### src/verilog/rt_output_regs.svh
// register addresses, field positions and reset values of the triggered pattern output port
`ifndef RT_OUTPUT_REGS_SVH
`define RT_OUTPUT_REGS_SVH

// special function register addresses, each byte-wide
`define ADDR_CONTROL      8'h00
`define ADDR_BUF_HIGH     8'h01
`define ADDR_BUF_LOW      8'h02
`define ADDR_PORT_LATCH   8'h03
`define ADDR_PORT_DIR     8'h04

// pattern_output_control field positions
`define CTL_LOW_EN        0
`define CTL_HIGH_EN       1
`define CTL_BYTE          2
`define CTL_EXT_EN        3
`define CTL_EXT_ONLY      4
`define CTRL_MASK         8'h1F

// nibble field bounds
`define HI_MSB            7
`define HI_LSB            4
`define LO_MSB            3
`define LO_LSB            0
`define NIBBLE_ONES       4'hF

// reset values
`define CTRL_RESET        8'h00
`define BUF_RESET         4'h0
`define LATCH_RESET       8'h00
`define DIR_RESET         8'hFF
`define OE_RESET          8'h00
`define RD_IDLE           8'h00
`define SYNC_RESET        1'b0

`endif

### src/verilog/rt_output_pkg.sv
// types shared by the triggered pattern output port
package rt_output_pkg;

    typedef logic [7:0] byte_t;
    typedef logic [3:0] nibble_t;
    typedef logic [7:0] sfr_addr_t;
    typedef logic [2:0] bit_sel_t;

    // which source fires the low nibble (or the whole byte in 8-bit mode)
    typedef enum logic [1:0]
    {
        SRC_COMPARE,
        SRC_COMPARE_OR_EXT,
        SRC_EXT_ONLY
    } trig_src_t;

endpackage

### src/verilog/rt_trig_if.sv
// control bits in, trigger pulses out, between the port core and the trigger selector
`timescale 1ns/10ps

interface rt_trig_if;
    logic lowEn;
    logic highEn;
    logic byteSel;
    logic extEn;
    logic extOnly;
    logic cmp0;
    logic cmp1;
    logic extEvent;
    logic trigLow;
    logic trigHigh;

    modport sel
    (
        input  lowEn,
        input  highEn,
        input  byteSel,
        input  extEn,
        input  extOnly,
        input  cmp0,
        input  cmp1,
        input  extEvent,
        output trigLow,
        output trigHigh
    );

    modport core
    (
        output lowEn,
        output highEn,
        output byteSel,
        output extEn,
        output extOnly,
        output cmp0,
        output cmp1,
        output extEvent,
        input  trigLow,
        input  trigHigh
    );
endinterface

### src/verilog/rt_trigger_select.sv
// trigger source selection for the two nibbles of the pattern output port
`timescale 1ns/10ps

module rt_trigger_select
(
    input  logic           clk_sys,
    input  logic           nrst,
    rt_trig_if.sel         trg
);
    import rt_output_pkg::*;

    // external-enable / external-only pair to a source; ext-only without ext-enable counts as compare
    function automatic trig_src_t srcOf(input logic extEn, input logic extOnly);
        trig_src_t s;
        s = SRC_COMPARE;
        unique case ({extEn, extOnly})
            2'b10:   s = SRC_COMPARE_OR_EXT;
            2'b11:   s = SRC_EXT_ONLY;
            default: s = SRC_COMPARE;
        endcase
        return s;
    endfunction

    wire trig_src_t src;
    wire logic      byteMode;
    wire logic      lowSource;

    // byte mode only counts when both nibbles are real-time
    assign src       = srcOf(trg.extEn, trg.extOnly);
    assign byteMode  = trg.byteSel & trg.lowEn & trg.highEn;
    assign lowSource = (src == SRC_EXT_ONLY)       ? trg.extEvent :
                       (src == SRC_COMPARE_OR_EXT) ? (trg.cmp0 | trg.extEvent) :
                                                     trg.cmp0;

    // high nibble follows compare 1 alone unless the byte moves as one
    assign trg.trigLow  = trg.lowEn & lowSource;
    assign trg.trigHigh = trg.highEn & (byteMode ? lowSource : trg.cmp1);
endmodule

### src/verilog/triggered_pattern_output_port.sv
// eight-pin output port whose latch is reloaded from staging buffers on timer or external triggers
//
// Functional notes
// - a selected trigger copies the staged nibble into the output latch by hardware
// - two independent 4-bit channels, or one 8-bit channel over all pins
// - 8-bit control register, byte and bit access, cleared to zero by reset
// - real-time enable turns the nibble's drivers on whatever the direction register says
// - high and low staging buffers sit at separate addresses, written independently outside 8-bit mode
// - in 4-bit mode a write to one buffer leaves the other unchanged
// - in 8-bit mode a byte write to either buffer loads both nibbles
// - reading either buffer address returns high buffer over low buffer
// - outside 8-bit mode each buffer address writes only its own nibble
// - port reads return the latch; writes change only ordinary port nibbles
// - 4-bit mode: high on compare 1; low on compare 0, external pin, or both
// - 8-bit mode: whole byte on compare 0, external pin, or both
// - trigger selection table applies with both nibble enables set
// - compare-match triggers space output changes by the programmed compare interval
// - an external-pin trigger updates the output in step with that event
// - software cannot write a real-time nibble of the latch
`timescale 1ns/10ps
`include "rt_output_regs.svh"

module triggered_pattern_output_port
(
    input  logic                     clk_sys,
    input  logic                     nrst,
    input  rt_output_pkg::sfr_addr_t sfrAddr,
    input  logic                     sfrWr,
    input  logic                     sfrBitWr,
    input  rt_output_pkg::bit_sel_t  sfrBitSel,
    input  logic                     sfrBitVal,
    input  rt_output_pkg::byte_t     sfrWdata,
    input  logic                     sfrRd,
    output rt_output_pkg::byte_t     sfrRdata,
    input  logic                     compare0MatchEvent,
    input  logic                     compare1MatchEvent,
    input  logic                     externalTriggerPin,
    output rt_output_pkg::byte_t     portOut,
    output rt_output_pkg::byte_t     portOe
);
    import rt_output_pkg::*;

    ////////////////////////////////////////////////////////////////////////////////
    // functions

    // replace one bit of a byte; bit access is a read-modify-write of the whole register
    function automatic byte_t mergeBit(input byte_t cur, input bit_sel_t sel, input logic val);
        byte_t r;
        r = cur;
        r[sel] = val;
        return r;
    endfunction

    ////////////////////////////////////////////////////////////////////////////////
    // storage

    byte_t   ctrl;          // pattern_output_control
    nibble_t bufHigh;       // pattern_buffer_high
    nibble_t bufLow;        // pattern_buffer_low
    byte_t   latch;         // port_latch_register
    byte_t   dirReg;        // port_direction_register, 1 = input
    logic    extMeta;
    logic    extSync;
    logic    extPrev;

    ////////////////////////////////////////////////////////////////////////////////
    // control decode

    wire logic lowEn;
    wire logic highEn;
    wire logic rt8;

    assign lowEn  = ctrl[`CTL_LOW_EN];
    assign highEn = ctrl[`CTL_HIGH_EN];
    assign rt8    = ctrl[`CTL_BYTE] & lowEn & highEn;

    ////////////////////////////////////////////////////////////////////////////////
    // register access decode

    wire logic  selCtrl;
    wire logic  selHigh;
    wire logic  selLow;
    wire logic  selPort;
    wire logic  selDir;
    wire byte_t addrValue;
    wire logic  wrAny;
    wire byte_t wrByte;

    // the staging buffers answer at two distinct addresses
    assign selCtrl = (sfrAddr == `ADDR_CONTROL);
    assign selHigh = (sfrAddr == `ADDR_BUF_HIGH);
    assign selLow  = (sfrAddr == `ADDR_BUF_LOW);
    assign selPort = (sfrAddr == `ADDR_PORT_LATCH);
    assign selDir  = (sfrAddr == `ADDR_PORT_DIR);

    // one read mux serves both reads and bit writes; unmapped addresses read as zero
    assign addrValue = selCtrl             ? ctrl :
                       (selHigh | selLow)  ? {bufHigh, bufLow} :
                       selPort             ? latch :
                       selDir              ? dirReg :
                                             `RD_IDLE;

    // byte write wins if both strobes arrive together
    assign wrAny  = sfrWr | sfrBitWr;
    assign wrByte = sfrWr ? sfrWdata : mergeBit(addrValue, sfrBitSel, sfrBitVal);

    ////////////////////////////////////////////////////////////////////////////////
    // external trigger pin synchroniser and edge detect

    // rising edge chosen; edge detector reads only the second and third stages
    always_ff @(posedge clk_sys or negedge nrst)
    begin
        if (!nrst)
        begin
            extMeta <= `SYNC_RESET;
            extSync <= `SYNC_RESET;
            extPrev <= `SYNC_RESET;
        end
        else
        begin
            extMeta <= externalTriggerPin;
            extSync <= extMeta;
            extPrev <= extSync;
        end
    end

    ////////////////////////////////////////////////////////////////////////////////
    // trigger selection

    rt_trig_if trg ();

    assign trg.lowEn    = lowEn;
    assign trg.highEn   = highEn;
    assign trg.byteSel  = ctrl[`CTL_BYTE];
    assign trg.extEn    = ctrl[`CTL_EXT_EN];
    assign trg.extOnly  = ctrl[`CTL_EXT_ONLY];
    assign trg.cmp0     = compare0MatchEvent; // timer sits on clk_sys, so no synchroniser
    assign trg.cmp1     = compare1MatchEvent;
    assign trg.extEvent = extSync & ~extPrev;

    rt_trigger_select u_select
    (
        .clk_sys (clk_sys),
        .nrst    (nrst),
        .trg     (trg)
    );

    ////////////////////////////////////////////////////////////////////////////////
    // next values

    wire logic    loadHigh;
    wire logic    loadLow;
    wire logic    wrPort;
    wire nibble_t next_bufHigh;
    wire nibble_t next_bufLow;
    wire nibble_t next_latchHigh;
    wire nibble_t next_latchLow;
    wire byte_t   next_oe;

    // 8-bit mode: either buffer address loads both nibbles at once
    assign loadHigh     = wrAny & (selHigh | (rt8 & selLow));
    assign loadLow      = wrAny & (selLow | (rt8 & selHigh));
    assign next_bufHigh = loadHigh ? wrByte[`HI_MSB:`HI_LSB] : bufHigh;
    assign next_bufLow  = loadLow ? wrByte[`LO_MSB:`LO_LSB] : bufLow;

    // trigger copies the buffer as it stood before this edge; software is shut out of real-time nibbles
    assign wrPort         = wrAny & selPort;
    assign next_latchHigh = trg.trigHigh          ? bufHigh :
                            (wrPort & ~highEn)    ? wrByte[`HI_MSB:`HI_LSB] :
                                                    latch[`HI_MSB:`HI_LSB];
    assign next_latchLow  = trg.trigLow           ? bufLow :
                            (wrPort & ~lowEn)     ? wrByte[`LO_MSB:`LO_LSB] :
                                                    latch[`LO_MSB:`LO_LSB];

    // enabling real-time output drives the latch straight out, so load the latch first
    assign next_oe = {{4{highEn}}, {4{lowEn}}} | ~dirReg;

    ////////////////////////////////////////////////////////////////////////////////
    // control and direction registers

    always_ff @(posedge clk_sys or negedge nrst)
    begin
        if (!nrst)
        begin
            ctrl   <= `CTRL_RESET;
            dirReg <= `DIR_RESET;
        end
        else
        begin
            ctrl   <= (wrAny & selCtrl) ? (wrByte & `CTRL_MASK) : ctrl;
            dirReg <= (wrAny & selDir) ? wrByte : dirReg;
        end
    end

    ////////////////////////////////////////////////////////////////////////////////
    // staging buffers and output latch

    always_ff @(posedge clk_sys or negedge nrst)
    begin
        if (!nrst)
        begin
            bufHigh <= `BUF_RESET;
            bufLow  <= `BUF_RESET;
            latch   <= `LATCH_RESET;
        end
        else
        begin
            bufHigh <= next_bufHigh;
            bufLow  <= next_bufLow;
            latch   <= {next_latchHigh, next_latchLow};
        end
    end

    ////////////////////////////////////////////////////////////////////////////////
    // pin drive and read data

    // enables are registered, so they follow a control write by one cycle
    always_ff @(posedge clk_sys or negedge nrst)
    begin
        if (!nrst)
        begin
            portOe   <= `OE_RESET;
            sfrRdata <= `RD_IDLE;
        end
        else
        begin
            portOe   <= next_oe;
            sfrRdata <= sfrRd ? addrValue : `RD_IDLE; // reads have no side effects
        end
    end

    assign portOut = latch; // latch is a flip-flop, the pins see it directly
endmodule

### config.mk
export PLATFORM = sky130hd
export DESIGN_NAME = triggered_pattern_output_port
export DESIGN_NICKNAME = d
export VERILOG_FILES = /design/src/verilog/rt_output_pkg.sv /design/src/verilog/rt_trig_if.sv /design/src/verilog/rt_trigger_select.sv /design/src/verilog/triggered_pattern_output_port.sv
export VERILOG_INCLUDE_DIRS = /design/src /design/src/verilog
export SDC_FILE = /design/constraint.sdc
export NUM_CORES = 1
export LEC_CHECK = 0
export BUFFER_PORTS_ARGS = -buffer_cell sky130_fd_sc_hd__buf_4
export CAP_MARGIN = 20
export CORE_MARGIN = 2
export CORE_UTILIZATION = 55
export DETAILED_ROUTE_END_ITERATION = 10
export PLACE_DENSITY = 0.89
export SLEW_MARGIN = 20
export SYNTH_ARGS = -nofsm -noshare
export SYNTH_HDL_FRONTEND = slang
export SYNTH_SLANG_ARGS = --single-unit
### constraint.sdc
create_clock -name clk_sys -period 5.12 [get_ports clk_sys]
set_input_delay 0.256 -clock clk_sys [delete_from_list [all_inputs] [get_ports clk_sys]]
set_output_delay 0.256 -clock clk_sys [all_outputs]
set_load 0.02 [all_outputs]
==> qor.yml, run 1 <==
run_status:
  status: "completed"
placement:
  placed_area_um2: 2920
  hpwl_um: 4130
  gp_congestion: 0.881
  dp.cells: 322
  io_buffers: 51
floorplanning:
  die-area_um2: 5180
  rows: 24
  die_w_um: 72.0
  die_h_um: 72.0
  initial_core_util_pct: 57.6
  core_um2: 4410
  ios: 52
synthesis:
  syn_inst: 230
  ys_warn_count: 0
  syn_area_um2: 2540
  synth_flop_cell: "dfrtp_1"
  synth_edf_count: 0
  netlist-cell-type-count: 48
  ys_seq_area_share_pct: 47.6
  avgSynthCellArea_um2: 11.1
  syn_nets: 258
  async_reset_ff_share_pct: 100
  ys_ff_latch: 48
setup_path:
  reg2reg_depth: 5
  end_kind: "flop"
  critPathTopFamily: "compound AO/OA/AOI/OAI gates"
  crit_fanout: 7
  cp_slowest_cell: "a311oi_1"
  critPathKind: "flop to flop"
  critPathMaxStageDelay_ns: 0.58
  crit_chain: "and2_2, a311oi_1, a41oi_1, a22oi_1, a21bo_2"
  cp.depth: 5
  start_kind: "flop"
  critical_path_buf_inv_count: 0
  cp.arrival_ns: 2.24
  cp.required_ns: 5.32
grt:
  grt_antenna_before_repair: 0
  grt_pass1_wl_um: 9560
  grt.total_usage_pct: 23.8
  grt_pass1_vias: 2003
  grt_max_degree: 49
  grt_overflow_total: 0
clocking:
  clkTransAtPathRegs_ns: 0.08
  ctsHtreeMaxLevel: 2
  clock_sinks: 48
  cts_buffer_depth: 2
  cts_buffers: 5
  cts_tree: "done"
  cts-resized-gates: 0
  insertion_delay_ns: 0.30
  clock-root-buffer: "clkbuf_8"
timing:
  hold_violations: 0
  worstMarginPinSlew_ns: 0.714
  period_needed_ns: 2.04
  tns_ns: 0
  skew_ns: 0.00795
  slew_headroom_pct: 52.1
  rsz0062_at_grt: "no"
  fin_crit_sh_pct: 39.8
  setup_viol: 0
  finalMaxSlewViolations: 0
  max_freq_mhz: 490
cells_and_area:
  antenna_cells: 0
  post-route-cell-area_um2: 3020
  nNetsFinal: 306
  drive_gt1_share_pct: 38.7
  fillers: 340
  multiInputGateArea_um2: 1250
  register_area_um2: 1210
  fin_cells: 331
  syn_to_final_growth_pct: 18.6
  layout.cells.most_common_list: "buf_4 (51), dfrtp_1 (40), mux2_2 (21), nand2_1 (20), nor2_1 (15)"
  layout_commonest_cell: "buf_4"
route:
  drc: 0
  vias_per_cell: 6.02
  via_count: 1991
  dr.first_iter.drc_count: 137
  dr.pass1.iters: 4
  wire_per_inst_um: 17.3
  routed_wl_um: 5730
  antenna_left: 0
power:
  p_per_area_nw_per_um2: 251
  power_w: 0.000756
  ir_drop_mv: 0.140
  leakagePower_nw: 1.35
min_path:
  whs_path_depth: 1
  hold_class: "input pin to flop"
flow_run:
  drv_cap: 0
synthesized netlist by cell type, types with 5 or more instances:
| master | instances | area, um2 |
|---|---|---|
| dfrtp_1 | 40 | 1000 |
| mux2_2 | 21 | 236 |
| nand2_1 | 20 | 75.1 |
| nor2_1 | 15 | 56.3 |
| mux2i_1 | 13 | 130 |
| a21oi_1 | 11 | 55.1 |
| dfstp_2 | 8 | 210 |
| o21ai_0 | 8 | 40.0 |
| a22oi_1 | 7 | 52.6 |
| or4bb_1 | 6 | 67.6 |
| a21bo_2 | 5 | 50.1 |
| and2_1 | 5 | 31.3 |
| and2b_2 | 5 | 43.8 |
| clkbuf_1 | 5 | 18.8 |
| o22ai_1 | 5 | 31.3 |
routing by layer:
metal,wire [um],part of all wire (%),up-vias,global-route usage (%)
li1,-,-,943,-
met1,2510,44,950,32.5
met2,2720,47,83,37.4
met3,395,6.9,15,4.86
met4,108,1.9,0,9.43
met5,0,0,-,0
what timing repair did:
action                    in CTS  in global routing
buffers inserted               0                  0
hold endpoints to repair      40                  0
hold buffers                   1                  0
state kept, by name (all words and copies together) (netlist names):
name      count
extSync       1
extMeta       1
extPrev       1
bufHigh       4
bufLow        4
portOut       8
dirReg        8
portOe        8
ctrl          5
sfrRdata      8
logic make-up (layout without fill, tap and decap cells):
family	Yosys count	in the layout	share of synthesized area (%)
multiplexers	34	34	14.4
AO/OA/AOI/OAI	58	58	16.1
AND/OR/NAND/NOR	76	76	18.8
buffers and inverters	14	63	3.05
flip-flops	48	48	47.6
power breakdown:
| group | internal [W] | switching [W] | leakage [nW] |
|---|---|---|---|
| Clock | 0.0000960 | 0.000122 | 0.0422 |
| Combinational | 0.0000561 | 0.0000662 | 0.717 |
| Sequential | 0.000400 | 0.0000154 | 0.591 |
| Total | 0.000552 | 0.000204 | 1.35 |
worst reg2reg max path, cell delays in order (launching register included):
cell      delay, ns
dfrtp_1        0.47
and2_2         0.23
a311oi_1       0.58
a41oi_1        0.22
a22oi_1        0.20
a21bo_2        0.24
metrics by stage:
step                hold slack (ns)  util [%]  setup slack, ns
global placement              0.298      66.2             2.83
finish                       0.0510      68.3             3.08
floorplan                   -0.0396         -             3.02
CTS                          0.0492      68.3             3.08
detailed placement            0.308      66.2             2.81
global route                 0.0456      68.3             2.93
cell type report:
cell class,instances,share of cell area [%]
well taps,52,2.16
flip-flops and latches,48,40.2
repair buffers,52,13.0
multi-input cells,168,41.6
inverters,3,0.373
clock inverters,1,0.166
clock buffers,7,2.53
final timing paths:
kind,startpoint,to,slack [ns]
max,ctrl[0],portOut[4],3.08
min,externalTriggerPin,extMeta,0.05
max reg2reg,ctrl[0],portOut[4],3.08
min reg2reg,extMeta,extSync,0.35
max in group asynchronous,nrst,portOe[1],4.20
min in group asynchronous,nrst,portOe[6],0.49
No activity file was read; power rests on OpenSTA's default activity.
==> inputs of run 2 (changes only) <==
ABC_AREA = 1   (was unset)
CORE_UTILIZATION = 54   (was 55)
PLACE_DENSITY = 0.88   (was 0.89)
clock period = 2.1 ns   (was 5.12 ns; I/O delays follow)
==> run 2 against run 1 <==
Synthesized cell count up 50%. Core utilization up 0.83 points. Non-clock buffer count up 2. Cell count up 37%. Flip-flop and latch count unchanged. Sequential share of layout area down 0.75 points. Clock skew up 0.0014 ns. Worst hold slack worse by 0.0054 ns. Via count up 20%. Die area up 1.5%. Worst setup slack worse by 2.5 ns. Count of clock-buffer cells in the layout down 1.
==> qor.yml, run 2 <==
synthesis:
  synth_top_cell_by_area: "dfrtp_1"
  yosysMostFrequentCell: "nand2_1"
  synth_mux_area_share_pct: 0
  synthAdderAreaFrac_pct: 0
  avgSynthCellArea_um2: 7.35
  synth_top_family_by_area: "simple AND/OR/NAND/NOR gates"
  async_reset_ff_share_pct: 100
  netlist-cell-type-count: 24
  syn_nets: 373
  synth_xor_area_share_pct: 0
  synth_edf_count: 0
  ys_warn_count: 0
  synth_compound_area_share_pct: 3.85
  synth_simple_gate_area_share_pct: 39.3
  syn_area_um2: 2540
  syn_inst: 345
  ys_ff_latch: 48
  synth_flop_cell: "dfrtp_1"
  ys_seq_area_share_pct: 47.8
  synth_top_area_share_pct: 39.5
  yosys-top-cells-count: "nand2_1 (134), inv_1 (47), nand3_1 (47)"
  synth_area_leaders: "dfrtp_1 (39%), nand2_1 (20%), nand3_1 (9.3%), dfstp_2 (8.3%), inv_1 (7.0%)"
cells_and_area:
  nNetsFinal: 428
  syn_to_final_growth_pct: 21.2
  fin_cells: 453
  layout.cells.most_common_list: "nand2_1 (134), buf_4 (52), inv_1 (47), nand3_1 (47), dfrtp_1 (40)"
  drive_gt1_share_pct: 21.7
  post-route-cell-area_um2: 3070
  utilization_pct: 69.1
  layout_commonest_cell: "nand2_1"
  antenna_cells: 0
route:
  dr.pass1.iters: 4
  dr.first_iter.drc_count: 256
  wire_per_inst_um: 13.7
  via_count: 2396
  antenna_left: 0
  drc: 0
  vias_per_cell: 5.29
  routed_wl_um: 6200
clocking:
  cts_tree: "done"
  cts_buffers: 5
  ctsHtreeMaxLevel: 2
  clock-root-buffer: "clkbuf_8"
  clock_sinks: 48
  insertion_delay_ns: 0.30
  clkTransAtPathRegs_ns: 0.09
  cts_buffer_depth: 2
placement:
  io_buffers: 51
  hpwl_um: 4620
  dp.cells: 443
  placed_area_um2: 2950
  gp_congestion: 0.943
setup_path:
  critPathKind: "flop to flop"
  start_kind: "flop"
  critPathMaxStageDelay_ns: 0.42
  cp.required_ns: 2.30
  crit_chain: "nand2_1, inv_1, o21ai_0, inv_1, o21ai_1, inv_1, nand3_1, nand2_1, inv_1, nand2_1"
  crit_fanout: 5
  end_kind: "flop"
  cp_common_cell: "inv_1"
  cp.arrival_ns: 1.72
  cp_slowest_cell: "dfrtp_1"
power:
  leakagePower_nw: 1.69
  swShare_pct: 24.9
  ir_drop_mv: 0.361
  power.net_switching_w: 0.000471
  seq_power_share_pct: 52.6
  p_int_w: 0.00142
  p_comb_share_pct: 12.6
  clkPwrFrac_pct: 34.8
  p_per_area_nw_per_um2: 614
floorplanning:
  die_w_um: 72.5
  initial_core_util_pct: 57.1
  ios: 52
  core_um2: 4440
  rows: 24
  die-area_um2: 5260
  die_h_um: 72.5
timing:
  skew_ns: 0.00933
  period_needed_ns: 1.52
  hold_violations: 0
  rsz0062_at_grt: "no"
  tns_ns: 0
  setup_viol: 0
  worstMarginPinSlew_ns: 0.611
  max_freq_mhz: 658
  finalMaxSlewViolations: 0
  slew_headroom_pct: 59.3
  holdWs_ns: 0.0457
  fin_crit_sh_pct: 72.4
grt:
  grt.total_usage_pct: 24.8
  grt_antenna_before_repair: 0
  grt_pass1_vias: 2185
  grt_max_degree: 49
  grt_overflow_total: 0
  grt_pass1_wl_um: 10100
min_path:
  hold_class: "input pin to flop"
run_status:
  status: "completed"
flow_run:
  drv_cap: 0
[run 2: cell count changes in the layout (fill, tap and decap cells not counted), moves of 6 or more]
cell     previous run  this run
mux2_2             21         0
mux2i_1            13         0
or4bb_1             6         0
nand2_1            20       134
a22oi_1             7         0
nand2_2             0         7
nor2_1             15        23
inv_1               3        47
a21oi_1            11         3
nand3_1             2        47
[run 2: worst paths after layout]
path,startpoint,end,slack [ns],depth (start not counted)
max reg2reg,ctrl[3],portOut[4],0.58,10
max in group asynchronous,nrst,portOe[3],1.32,2
min,sfrRd,sfrRdata[3],0.05,3
min reg2reg,extMeta,extSync,0.36,0
max,ctrl[3],portOut[4],0.58,10
min in group asynchronous,nrst,portOe[6],0.36,2
[run 2: final cells by class]
type / instances / area (um2)
clock buffer: 6 / 72.6
clock inverter: 2 / 35.0
fill: 373 / 1370
inverter: 49 / 184
multi-input combinational: 242 / 1090
sequential: 48 / 1210
tap: 52 / 65.1
timing repair buffer: 54 / 410
[run 2: worst max-delay path, delay by kind of cell (launching register included)]
kind | cells | cell delay (ns)
compound gates | 2 | 0.43
buf+inv | 4 | 0.30
flops | 1 | 0.42
simple gates | 4 | 0.27
[run 2: metrics by stage]
stage                     total power (W)  setup slack (ns)
after floorplan                   0.00113             0.774
after global placement            0.00124             0.603
after detailed placement          0.00125             0.563
after CTS                         0.00189             0.582
after global routing              0.00195             0.467
final                             0.00189             0.580
[run 2: kinds of logic (layout without fill, tap and decap cells)]
family,after synthesis,in the layout
simple gates,227,227
buf+inv,55,111
flops,48,48
compound gates,15,15
[run 2: per-layer routing]
metal / track usage [%] / vias to the layer above / wire, um
li1: - / 1180 / -
met1: 33.5 / 1113 / 2620
met2: 41.6 / 94 / 3020
met3: 3.33 / 9 / 476
met4: 7.20 / 0 / 73
met5: 0 / - / 0
[run 2: repair_timing]
item,CTS,global route
gates resized for setup,0,0
hold buffers,2,0
hold endpoints to repair,41,0
setup buffers,0,0
[run 2: power by group through the flow]
| stage | Sequential (W) | Clock, W | Combinational [W] |
|---|---|---|---|
| after detailed placement | 0.00101 | 0 | 0.000234 |
| after global routing | 0.000998 | 0.000690 | 0.000263 |
| final | 0.000993 | 0.000656 | 0.000238 |
| after global placement | 0.00101 | 0 | 0.000230 |
| after CTS | 0.000993 | 0.000659 | 0.000238 |
| after floorplan | 0.00103 | 0 | 0.0000983 |
==> inputs of run 3 (changes only) <==
clock period = 1.6 ns   (was 2.1 ns; I/O delays follow)
==> run 3 against run 2 <==
Count of clock-buffer cells in the layout is 2 higher. First-iteration DRC count grew 17%. Die area is the same. Worst hold slack lost 0.029 ns. Critical path type unchanged.
==> qor.yml, run 3 (same netlist as run 2, synthesis figures left out) <==
cells_and_area:
  drive_gt1_share_pct: 22.1
  fillers: 374
  layout.cells.most_common_list: "nand2_1 (134), buf_4 (53), inv_1 (47), nand3_1 (47), dfrtp_1 (40)"
  nNetsFinal: 430
  layout_commonest_cell: "nand2_1"
  antenna_cells: 0
  syn_to_final_growth_pct: 21.7
setup_path:
  critPathKind: "flop to flop"
  cp.arrival_ns: 1.63
  r2r_slack_ns: 0.16
  critPathMaxStageDelay_ns: 0.44
  r2r_end: "portOut[4]"
  crit_fanout: 5
  reg2reg_depth: 10
  end_kind: "flop"
  cp_slowest_cell: "dfrtp_1"
  crit_chain: "nand2_1, inv_1, o21ai_0, inv_1, o21ai_2, inv_1, nand3_1, nand2_1, inv_1, nand2_1"
  crit_start: "ctrl[3]"
  start_kind: "flop"
  worstReg2RegStart: "ctrl[3]"
  critPathTopFamily: "flip-flops"
  cp.required_ns: 1.79
  endpoint: "portOut[4]"
  critical_path_buf_inv_count: 4
  cp_common_cell: "inv_1"
  cp.depth: 10
min_path:
  hold_class: "input pin to flop"
  min_from: "sfrRd"
route:
  vias_per_cell: 5.34
  dr.first_iter.drc_count: 300
  via_count: 2429
  dr.pass1.iters: 6
  drc: 0
  antenna_left: 0
  routed_wl_um: 6290
  wire_per_inst_um: 13.8
timing:
  worstMarginPinSlew_ns: 0.584
  skew_ns: 0.00293
  finalWorstSetupSlack_ns: 0.164
  holdWs_ns: 0.0162
  setup_viol: 0
  max_freq_mhz: 696
  period_needed_ns: 1.44
  slew_headroom_pct: 61.1
  hold_violations: 0
  fin_crit_sh_pct: 89.8
  finalMaxSlewViolations: 0
floorplanning:
  core_um2: 4440
  rows: 24
  die_h_um: 72.5
  initial_core_util_pct: 57.1
  die_w_um: 72.5
  ios: 52
  die-area_um2: 5260
clocking:
  insertion_delay_ns: 0.29
  post_cts_buffers: 0
  cts_buffers: 5
  ctsHtreeMaxLevel: 2
  cts_tree: "done"
  clkTransAtPathRegs_ns: 0.08
  cts_buffer_depth: 2
  clock_sinks: 48
  clock-root-buffer: "clkbuf_8"
run_status:
  status: "completed"
grt:
  grt_pass1_vias: 2381
  grt_pass1_wl_um: 10400
  grt_max_degree: 49
  grt_overflow_total: 0
  grt_antenna_before_repair: 0
  grt.total_usage_pct: 25.6
placement:
  pre_cts_ws_ns: 0.0712
  hpwl_um: 4730
  io_buffers: 51
  gp_congestion: 0.953
power:
  leakagePower_nw: 1.69
  p_per_area_nw_per_um2: 761
  ir_drop_mv: 0.470
flow_run:
  drv_cap: 0
-- run 3: per-stage QoR --
step	std cells	util [%]	power [W]	instance area [um2]	TNS [ns]
2_1_floorplan	345	-	0.00148	2540	0
3_3_place_gp	445	66.9	0.00163	2970	0
3_5_place_dp	445	66.9	0.00164	2970	0
4_1_cts	455	69.4	0.00236	3080	0
5_1_grt	455	69.5	0.00245	3090	-0.00206
6_report	455	69.5	0.00235	3090	0
-- run 3: layer usage --
layer  wire length, um  GRT usage (%)
met5                 0              0
met4                82           8.85
met3               561           5.42
met2              3130           43.6
met1              2520           32.4
-- run 3: area by class of cell --
type                       instances  area, um2  share of cell area (%)
clock buffer                       8       90.1                    2.92
tap                               52       65.1                    2.11
inverter                          49        184                    5.96
timing repair buffer              56        438                    14.2
sequential                        48       1210                    39.2
multi-input combinational        242       1100                    35.6
-- run 3: worst min path at each step --
stage | to | slack (ns) | depth (start not counted)
after floorplan | bufHigh[0] | -0.22 | 0
after global placement | portOe[6] | 0.11 | 1
after CTS | sfrRdata[4] | 0.02 | 3
after detailed placement | portOe[6] | 0.12 | 1
final | sfrRdata[4] | 0.02 | 3
after global routing | sfrRdata[4] | 0.03 | 3
-- run 3: worst min-delay path: stages --
cell and delay [ns]:
buf_4 0.11, nand2_1 0.05, inv_1 0.04
-- run 3: timing repair --
item / in CTS / in global routing
hold buffers: 2 / 0
gates resized for setup: 0 / 1
endpoints found under the setup margin: 0 / 4
endpoints found under the hold margin: 41 / 0
-- run 3: report_power, final --
part	leakage, nW	switching (W)	internal [W]
clock	0.0455	0.000372	0.000353
combinational	1.05	0.000190	0.000127
sequential	0.595	0.0000356	0.00127
total	1.69	0.000597	0.00175
